--- config.mk ---
export PLATFORM = sky130hd
export DESIGN_NAME = sfm_unit
export DESIGN_NICKNAME = d
export VERILOG_FILES = /design/src/sfm_pkg.sv /design/src/sfm_decode.sv /design/src/sfm_unit.sv
export VERILOG_INCLUDE_DIRS = /design/src /design/src/src
export SDC_FILE = /design/constraint.sdc
export NUM_CORES = 1
export LEC_CHECK = 0
export ABC_AREA = 1
export BUFFER_PORTS_ARGS = -buffer_cell sky130_fd_sc_hd__buf_2
export CAP_MARGIN = 25
export CORE_MARGIN = 10
export CORE_UTILIZATION = 30
export DETAILED_ROUTE_END_ITERATION = 10
export PLACE_DENSITY_LB_ADDON = 0.3
export SETUP_SLACK_MARGIN = 0.02
export SLEW_MARGIN = 15
export SYNTH_ARGS = -nofsm -noshare
export SYNTH_HDL_FRONTEND = slang
export SYNTH_SLANG_ARGS = --single-unit
--- constraint.sdc ---
create_clock -name clock -period 9.86 [get_ports clock]
set_clock_uncertainty 0.05 [all_clocks]
set_input_delay 0.986 -clock clock [delete_from_list [all_inputs] [get_ports clock]]
set_output_delay 0.986 -clock clock [all_outputs]
set_load 0.01 [all_outputs]
--- src/sfm_regs.svh ---
`ifndef SFM_REGS_SVH
`define SFM_REGS_SVH
// Notes on behaviour
// RL1: Condition-field move is primary 31, extended 144; fields at 6-10,12-19,31.
// RL2: Each set condition mask bit copies its source nibble into that field.
// RL3: Condition fields with a clear mask bit keep their old value.
// RL4: Condition-field move never touches the fixed-point exception register.
// RL5: Software should set one condition mask bit; several remain legal.
// RL6: Status bit clear is primary 63, extended 70; index 6-10, record 31.
// RL7: Status bit clear forces the indexed status bit to zero.
// RL8: Status bit set is primary 63, extended 38; index 6-10, record 31.
// RL9: Status bit set forces the indexed status bit to one.
// RL10: Status bits 1 and 2 ignore single-bit set and clear.
// RL11: Record bit copies summary, enabled, invalid and overflow into field 1.
// RL12: Single-bit status set and clear never touch the exception register.
// RL13: Status field move is primary 63, extended 771; mask 7-14, source 16-20.
// RL14: Status field move uses only the low word of the source register.
// RL15: Each set status mask bit loads one status nibble from the low word.

// Instruction word positions, big-endian numbering converted to [31:0]
`define SFM_PRIMARY_HI 31
`define SFM_PRIMARY_LO 26
`define SFM_EXT_HI 10
`define SFM_EXT_LO 1
`define SFM_RECORD_POS 0
`define SFM_REG_HI 25
`define SFM_REG_LO 21
`define SFM_CMASK_HI 19
`define SFM_CMASK_LO 12
`define SFM_FMASK_HI 24
`define SFM_FMASK_LO 17
`define SFM_FSRC_HI 15
`define SFM_FSRC_LO 11

// Opcodes
`define SFM_OP_FIXED 6'h1f
`define SFM_OP_FLOAT 6'h3f
`define SFM_XO_CRF 10'h090
`define SFM_XO_CLR 10'h046
`define SFM_XO_SET 10'h026
`define SFM_XO_FSF 10'h303

// Protected status bits, big-endian numbers
`define SFM_FP_LOCK_A 5'h01
`define SFM_FP_LOCK_B 5'h02

// Status bits copied on record, big-endian numbers
`define SFM_FP_FX 0
`define SFM_FP_FEX 1
`define SFM_FP_VX 2
`define SFM_FP_OX 3
`define SFM_CR_FIELD1 1

// Reset values
`define SFM_CR_RST 32'h0000_0000
`define SFM_FP_RST 32'h0000_0000

// AHB-Lite register map
`define SFM_A_INSN 8'h00
`define SFM_A_GPR 8'h04
`define SFM_A_FPR_LO 8'h08
`define SFM_A_FPR_HI 8'h0c
`define SFM_A_CR 8'h10
`define SFM_A_FP_STATUS_CONTROL_REGISTER 8'h14
`define SFM_A_STAT 8'h18
`define SFM_A_MASK 8'h1c
`define SFM_A_CNT 8'h20

// Status and mask bit positions
`define SFM_EV_CRF 0
`define SFM_EV_FPS 1
`define SFM_EV_BAD 2
`define SFM_EV_LOCK 3
`define SFM_NEV 4

`endif

--- src/sfm_pkg.sv ---
package sfm_pkg;

  typedef enum logic [2:0] {
    SFM_NONE = 3'b000,
    SFM_CRF = 3'b001,
    SFM_CLR = 3'b010,
    SFM_SET = 3'b011,
    SFM_FSF = 3'b100
  } sfm_op_e;

  typedef struct packed {
    sfm_op_e op;
    logic [4:0] reg_idx;
    logic [7:0] cond_field_mask;
    logic [7:0] fp_field_mask;
    logic [4:0] source_fpr;
    logic record_bit;
  } sfm_dec_s;

  typedef struct packed {
    logic [31:0] condition_register;
    logic [31:0] fp_status_control_register;
  } sfm_arch_s;

endpackage

--- src/sfm_decode.sv ---
`timescale 1ns/1ps
`include "sfm_regs.svh"

module sfm_decode (
  input wire logic [31:0] insn,
  output sfm_pkg::sfm_dec_s dec
);

  logic [5:0] primary;
  logic [9:0] ext;

  assign primary = insn[`SFM_PRIMARY_HI:`SFM_PRIMARY_LO];
  assign ext = insn[`SFM_EXT_HI:`SFM_EXT_LO];

  always_comb
  begin
    dec.reg_idx = insn[`SFM_REG_HI:`SFM_REG_LO]; // RL1 RL6 RL8
    dec.cond_field_mask = insn[`SFM_CMASK_HI:`SFM_CMASK_LO]; // RL1
    dec.fp_field_mask = insn[`SFM_FMASK_HI:`SFM_FMASK_LO]; // RL13
    dec.source_fpr = insn[`SFM_FSRC_HI:`SFM_FSRC_LO]; // RL13
    dec.record_bit = insn[`SFM_RECORD_POS]; // RL1 RL6 RL8 RL13
    dec.op = sfm_pkg::SFM_NONE;
    if (primary == `SFM_OP_FIXED && ext == `SFM_XO_CRF)
    begin
      dec.op = sfm_pkg::SFM_CRF; // RL1
    end
    else if (primary == `SFM_OP_FLOAT && ext == `SFM_XO_CLR)
    begin
      dec.op = sfm_pkg::SFM_CLR; // RL6
    end
    else if (primary == `SFM_OP_FLOAT && ext == `SFM_XO_SET)
    begin
      dec.op = sfm_pkg::SFM_SET; // RL8
    end
    else if (primary == `SFM_OP_FLOAT && ext == `SFM_XO_FSF)
    begin
      dec.op = sfm_pkg::SFM_FSF; // RL13
    end
  end

endmodule // sfm_decode

--- src/sfm_unit.sv ---
`timescale 1ns/1ps
`include "sfm_regs.svh"

module sfm_unit (
  input wire logic clock,
  input wire logic rst,
  input wire logic issue_valid,
  input wire logic [31:0] issue_insn,
  input wire logic [31:0] issue_gpr,
  input wire logic [63:0] issue_fpr,
  output logic issue_ready,
  output logic done,
  output sfm_pkg::sfm_arch_s arch,
  output logic irq,
  input wire logic hsel,
  input wire logic [31:0] haddr,
  input wire logic [1:0] htrans,
  input wire logic hwrite,
  input wire logic [2:0] hsize,
  input wire logic [31:0] hwdata,
  input wire logic hready,
  output logic [31:0] hrdata,
  output logic hreadyout,
  output logic hresp
);

  // ***********************************************
  // Helpers
  // ***********************************************

  // Big-endian bit n of a 32-bit word maps to [31-n]
  function automatic logic [4:0] be_pos(input logic [4:0] n);
    be_pos = 5'd31 - n;
  endfunction

  // Nibble-masked merge; mask bit 7 is the leftmost nibble
  function automatic logic [31:0] merge(input logic [31:0] old_v,
                                        input logic [31:0] new_v,
                                        input logic [7:0] m);
    logic [31:0] wm;
    wm = '0;
    for (int i = 0; i < 8; i++)
    begin
      wm[i*4 +: 4] = {4{m[i]}};
    end
    merge = (new_v & wm) | (old_v & ~wm);
  endfunction

  // ***********************************************
  // Bus slave
  // ***********************************************

  logic ap_wr_r;
  logic [7:0] ap_addr_r;
  logic bus_issue;
  logic [31:0] insn_r;
  logic [31:0] gpr_r;
  logic [63:0] fpr_r;
  logic [`SFM_NEV-1:0] stat_r;
  logic [`SFM_NEV-1:0] mask_r;
  logic [31:0] cnt_r;
  logic [31:0] cr_r;
  logic [31:0] fp_r;

  wire ap_take = hsel && hready && htrans[1];

  always_ff @(posedge clock or posedge rst)
  begin
    if (rst)
    begin
      ap_wr_r <= 1'b0;
      ap_addr_r <= 8'h00;
    end
    else if (hready)
    begin
      ap_wr_r <= ap_take && hwrite;
      ap_addr_r <= haddr[7:0];
    end
  end

  assign hreadyout = 1'b1;
  assign hresp = 1'b0;

  always_ff @(posedge clock or posedge rst)
  begin
    if (rst)
    begin
      hrdata <= 32'h0000_0000;
    end
    else if (ap_take && !hwrite)
    begin
      if (haddr[7:0] == `SFM_A_INSN)
        hrdata <= insn_r;
      else if (haddr[7:0] == `SFM_A_GPR)
        hrdata <= gpr_r;
      else if (haddr[7:0] == `SFM_A_FPR_LO)
        hrdata <= fpr_r[31:0];
      else if (haddr[7:0] == `SFM_A_FPR_HI)
        hrdata <= fpr_r[63:32];
      else if (haddr[7:0] == `SFM_A_CR)
        hrdata <= cr_r;
      else if (haddr[7:0] == `SFM_A_FP_STATUS_CONTROL_REGISTER)
        hrdata <= fp_r;
      else if (haddr[7:0] == `SFM_A_STAT)
        hrdata <= {28'h000_0000, stat_r};
      else if (haddr[7:0] == `SFM_A_MASK)
        hrdata <= {28'h000_0000, mask_r};
      else if (haddr[7:0] == `SFM_A_CNT)
        hrdata <= cnt_r;
      else
        hrdata <= 32'h0000_0000;
    end
  end

  // Operand staging for software-issued instructions
  always_ff @(posedge clock or posedge rst)
  begin
    if (rst)
    begin
      gpr_r <= 32'h0000_0000;
      fpr_r <= 64'h0000_0000_0000_0000;
      insn_r <= 32'h0000_0000;
      mask_r <= '0;
    end
    else if (ap_wr_r)
    begin
      if (ap_addr_r == `SFM_A_GPR)
        gpr_r <= hwdata;
      else if (ap_addr_r == `SFM_A_FPR_LO)
        fpr_r[31:0] <= hwdata;
      else if (ap_addr_r == `SFM_A_FPR_HI)
        fpr_r[63:32] <= hwdata;
      else if (ap_addr_r == `SFM_A_INSN)
        insn_r <= hwdata;
      else if (ap_addr_r == `SFM_A_MASK)
        mask_r <= hwdata[`SFM_NEV-1:0];
    end
  end

  // A write to the instruction register issues it next cycle
  always_ff @(posedge clock or posedge rst)
  begin
    if (rst)
      bus_issue <= 1'b0;
    else
      bus_issue <= ap_wr_r && ap_addr_r == `SFM_A_INSN;
  end

  // ***********************************************
  // Decode and execute
  // ***********************************************

  // Pipeline issue wins; a bus issue in the same cycle is dropped
  assign issue_ready = 1'b1;
  wire go = issue_valid || bus_issue;
  wire [31:0] x_insn = issue_valid ? issue_insn : insn_r;
  wire [31:0] x_gpr = issue_valid ? issue_gpr : gpr_r;
  wire [63:0] x_fpr = issue_valid ? issue_fpr : fpr_r;

  sfm_pkg::sfm_dec_s dec;

  sfm_decode u_dec (
    .insn(x_insn),
    .dec(dec)
  );

  logic [31:0] fp_nxt;
  logic [31:0] cr_nxt;
  logic lock_hit;

  always_comb
  begin
    fp_nxt = fp_r;
    lock_hit = 1'b0;
    if (go)
    begin
      if (dec.op == sfm_pkg::SFM_CLR || dec.op == sfm_pkg::SFM_SET)
      begin
        if (dec.reg_idx == `SFM_FP_LOCK_A || dec.reg_idx == `SFM_FP_LOCK_B)
          lock_hit = 1'b1; // RL10
        else
          fp_nxt[be_pos(dec.reg_idx)] = dec.op == sfm_pkg::SFM_SET; // RL7 RL9
      end
      else if (dec.op == sfm_pkg::SFM_FSF)
      begin
        fp_nxt = merge(fp_r, x_fpr[31:0], dec.fp_field_mask); // RL14 RL15
      end
    end
  end

  always_comb
  begin
    cr_nxt = cr_r;
    if (go && dec.op == sfm_pkg::SFM_CRF)
    begin
      cr_nxt = merge(cr_r, x_gpr, dec.cond_field_mask); // RL2 RL3
    end
    else if (go && dec.record_bit && dec.op != sfm_pkg::SFM_NONE)
    begin
      cr_nxt[be_pos(5'd4 * 5'(`SFM_CR_FIELD1)) -: 4] = {
        fp_nxt[be_pos(5'(`SFM_FP_FX))],
        fp_nxt[be_pos(5'(`SFM_FP_FEX))],
        fp_nxt[be_pos(5'(`SFM_FP_VX))],
        fp_nxt[be_pos(5'(`SFM_FP_OX))]}; // RL11
    end
  end

  // No fixed-point exception register exists here, so it is never touched
  always_ff @(posedge clock or posedge rst)
  begin
    if (rst)
    begin
      cr_r <= `SFM_CR_RST;
      fp_r <= `SFM_FP_RST;
    end
    else
    begin
      cr_r <= cr_nxt; // RL4 RL12
      fp_r <= fp_nxt;
    end
  end

  always_ff @(posedge clock or posedge rst)
  begin
    if (rst)
      done <= 1'b0;
    else
      done <= go && dec.op != sfm_pkg::SFM_NONE;
  end

  always_ff @(posedge clock or posedge rst)
  begin
    if (rst)
      cnt_r <= 32'h0000_0000;
    else if (go && dec.op != sfm_pkg::SFM_NONE)
      cnt_r <= cnt_r + 32'h0000_0001;
  end

  assign arch.condition_register = cr_r;
  assign arch.fp_status_control_register = fp_r;

  // ***********************************************
  // Interrupts
  // ***********************************************

  logic [`SFM_NEV-1:0] ev;

  always_comb
  begin
    ev = '0;
    ev[`SFM_EV_CRF] = go && dec.op == sfm_pkg::SFM_CRF;
    ev[`SFM_EV_FPS] = go && dec.op != sfm_pkg::SFM_NONE
                      && dec.op != sfm_pkg::SFM_CRF;
    ev[`SFM_EV_BAD] = go && dec.op == sfm_pkg::SFM_NONE;
    ev[`SFM_EV_LOCK] = lock_hit;
  end

  // Set wins over a write-one clear in the same cycle
  always_ff @(posedge clock or posedge rst)
  begin
    if (rst)
      stat_r <= '0;
    else if (ap_wr_r && ap_addr_r == `SFM_A_STAT)
      stat_r <= (stat_r & ~hwdata[`SFM_NEV-1:0]) | ev;
    else
      stat_r <= stat_r | ev;
  end

  assign irq = |(stat_r & mask_r);

endmodule // sfm_unit

==> impl_metrics.env <==
export IMPL_cts_resized_gates=0
export IMPL_grt_use_total=0.200
export IMPL_avgSynthCellArea_um2=7.38
export IMPL_arrival_ns=4.63
export IMPL_fin_area_um2=17900
export IMPL_hpwlAfterDp_um=46600
export IMPL_post_route_util=0.359
export IMPL_netlist_area_um2=15100
export IMPL_die_area_um2=59600
export IMPL_synth_top_area_share=0.457
export IMPL_grt_setup_unrepaired="no"
export IMPL_synth_area_leaders="dfrtp_1 46%, nand2_1 17%, o21ai_0 8.5%, inv_1 4.6%, nor2_1 3.6%"
export IMPL_cts_sink_count=275
export IMPL_die_h_um=244
export IMPL_grtUsageMet1=0.272
export IMPL_totalWireLength_um=62000
export IMPL_startpoint="issue_valid"
export IMPL_wl_per_cell_um=21.1
export IMPL_numCtsBuffers=34
export IMPL_total_power_mw=2.63
export IMPL_postCtsHoldBufs=0
export IMPL_critPathSlowestCell="buf_4"
export IMPL_crit_path_max_fanout=57
export IMPL_max_stage_delay_ns=0.59
export IMPL_synth_top_cell_by_area="dfrtp_1"
export IMPL_netlist_top_cells_count="693 x nand2_1, 275 x dfrtp_1, 255 x o21ai_0, 183 x inv_1, 146 x nor2_1"
export IMPL_start_kind="primary input"
export IMPL_num_rows=82
export IMPL_synth_edff_count=0
export IMPL_cp_end_kind="flip-flop"
export IMPL_tns_ns=0
export IMPL_hold_violations=0
export IMPL_dr_pass1_iters=6
export IMPL_grt_pass1_wl_um=92200
export IMPL_min_from="cnt_r[2]"
export IMPL_grt_pass1_vias=14400
export IMPL_slew_headroom=0.300
export IMPL_busiest_layer="met2"
export IMPL_ios=304
export IMPL_grt_use_met2=0.305
export IMPL_drc=0
export IMPL_drive_gt1_frac=0.154
export IMPL_finalNetCount=2447
export IMPL_cap_viol_max_count=0
export IMPL_ys_seq_elements=275
export IMPL_reg2reg_from="insn_r[23]"
export IMPL_finalCriticalPeriod_ns=4.27
export IMPL_root_buffer="clkbuf_16"
export IMPL_ys_flop_type="dfrtp_1"
export IMPL_setup_viol=0
export IMPL_synthArstFlopShare=1.00
export IMPL_htreeDepth=2
export IMPL_static_leakage_power_nw=9.64
export IMPL_postCtsSetupRepairBufs=0
export IMPL_routabilityCongestion=0.946
export IMPL_yosysSeqAreaShare=0.457
export IMPL_yosys_warnings=0
export IMPL_cts_clk_slew_worst_paths_ns=0.06
export IMPL_power_density_nw_per_um2=147
export IMPL_hp_class="flip-flop to flip-flop"
export IMPL_fin_crit_sh=0.433
export IMPL_portBuffers=239
export IMPL_antenna_found_initial=7
export IMPL_crit_chain="buf_4 -> buf_4 -> o21ai_1 -> inv_2 -> nand2_1 -> a21oi_1 -> or2_1 -> nand2_1 -> nand2_2 -> inv_2 -> nand2_1 -> nand2_1"
export IMPL_syn_inst=2042
export IMPL_status="finished, final reports clean"
export IMPL_clkLatencyLatePin_ns=0.55
export IMPL_max_freq_mhz=234
export IMPL_peakVddDrop_mv=0.0880
export IMPL_synth_cell_types=45
export IMPL_coreArea_um2=50000
export IMPL_area_growth_pct=19.1
export IMPL_drv_slew=0
export IMPL_worstMarginPinSlew_ns=1.05
export IMPL_grt_use_met3=0.0519
export IMPL_clockBufferDepth=3
export IMPL_antenna_left=0
export IMPL_drt_iter0_markers=1403
export IMPL_worstSetupPathType="primary input to flip-flop"
export IMPL_avgViaCountPerCell=5.08
export IMPL_postPlaceCellArea_um2=16800
export IMPL_cp_data_required_time_ns=10.23
export IMPL_die_w_um=244
export IMPL_cts_tree="built"
export IMPL_overflow=0
export IMPL_cpMostUsedCell="nand2_1"
export IMPL_vias=14900
export IMPL_yosysMostFrequentCell="nand2_1"
export IMPL_initial_core_util=0.302
export IMPL_grt_start_max_net_pins=126
[layer usage]
| metal | routed length, um | vias to the layer above |
|---|---|---|
| met4 | 1870 | 8 |
| met3 | 5430 | 101 |
| met1 | 27200 | 7164 |
| met2 | 27400 | 613 |
| met5 | 70 | - |
| li1 | - | 7060 |
[cell usage in the layout, fill, tap and decap left out, types with 4 or more instances in the layout]
| cell type | count |
|---|---|
| nor2_1 | 146 |
| o221ai_1 | 4 |
| buf_4 | 18 |
| a21oi_1 | 77 |
| nand2_1 | 689 |
| inv_2 | 8 |
| nand4_1 | 31 |
| nor4_1 | 7 |
| clkbuf_8 | 8 |
| dfrtp_1 | 275 |
| clkbuf_1 | 5 |
| mux2_2 | 4 |
| o22ai_1 | 18 |
| nand2_2 | 11 |
| buf_2 | 238 |
| nand3_1 | 44 |
| nor3_1 | 22 |
| mux2i_1 | 28 |
| o2111ai_1 | 15 |
| xor2_1 | 29 |
| o21ai_0 | 255 |
| a22o_1 | 28 |
| o211ai_1 | 9 |
| clkinv_2 | 7 |
| clkbuf_16 | 34 |
| inv_1 | 182 |
| o21ai_1 | 36 |
[report_power, final]
part | switching (mW) | internal [mW] | total (mW)
Sequential | 0.0201 | 1.16 | 1.18
Clock | 0.523 | 0.704 | 1.23
Combinational | 0.157 | 0.0708 | 0.228
Total | 0.700 | 1.93 | 2.63
[worst paths after layout]
path	end	cells past startpoint	slack, ns
max	fp_r[11]	12	5.59
min	cnt_r[2]	1	0.42
max reg2reg	fp_r[11]	11	6.47
min reg2reg	cnt_r[2]	1	0.42
max in group asynchronous	fp_r[16]	4	7.91
min in group asynchronous	gpr_r[5]	2	0.53
[worst max-delay path: cells and delay by family]
| family | cells | cell delay, ns |
|---|---|---|
| buffers and inverters | 4 | 1.47 |
| AND/OR/NAND/NOR | 6 | 1.45 |
| AO/OA/AOI/OAI | 2 | 0.66 |
[layout make-up]
class / count / area [um^2]
clock buffers: 47 / 980
repair buffers: 259 / 1410
flip-flops and latches: 275 / 6880
well taps: 672 / 841
fillers: 5272 / 32000
diodes: 3 / 7.51
clock inverters: 12 / 110
multi-input cells: 1480 / 6990
inverters: 193 / 734
[cells by family (layout without fill, tap and decap cells)]
family,Yosys count,in the layout,share of synthesized area
other,2,6,0.000498
buffers and inverters,288,511,0.0808
muxes,32,32,0.0216
AOI/OAI and AO/OA,444,444,0.162
xor gates and xnor gates,31,31,0.0180
and+or+nand+nor,969,969,0.259
adders and majority gates,1,1,0.000830
DFF,275,275,0.457
[metrics by stage]
step | setup WS (ns) | hold slack (ns) | cells
global route | 5.25 | 0.438 | 2939
global placement | 4.65 | 0.405 | 2876
floorplan | 1.24 | 0.392 | 2043
CTS | 5.63 | 0.424 | 2936
detailed placement | 5.11 | 0.412 | 2877
finish | 5.59 | 0.421 | 2941
Note: power is estimated with default switching activity, not from simulation.
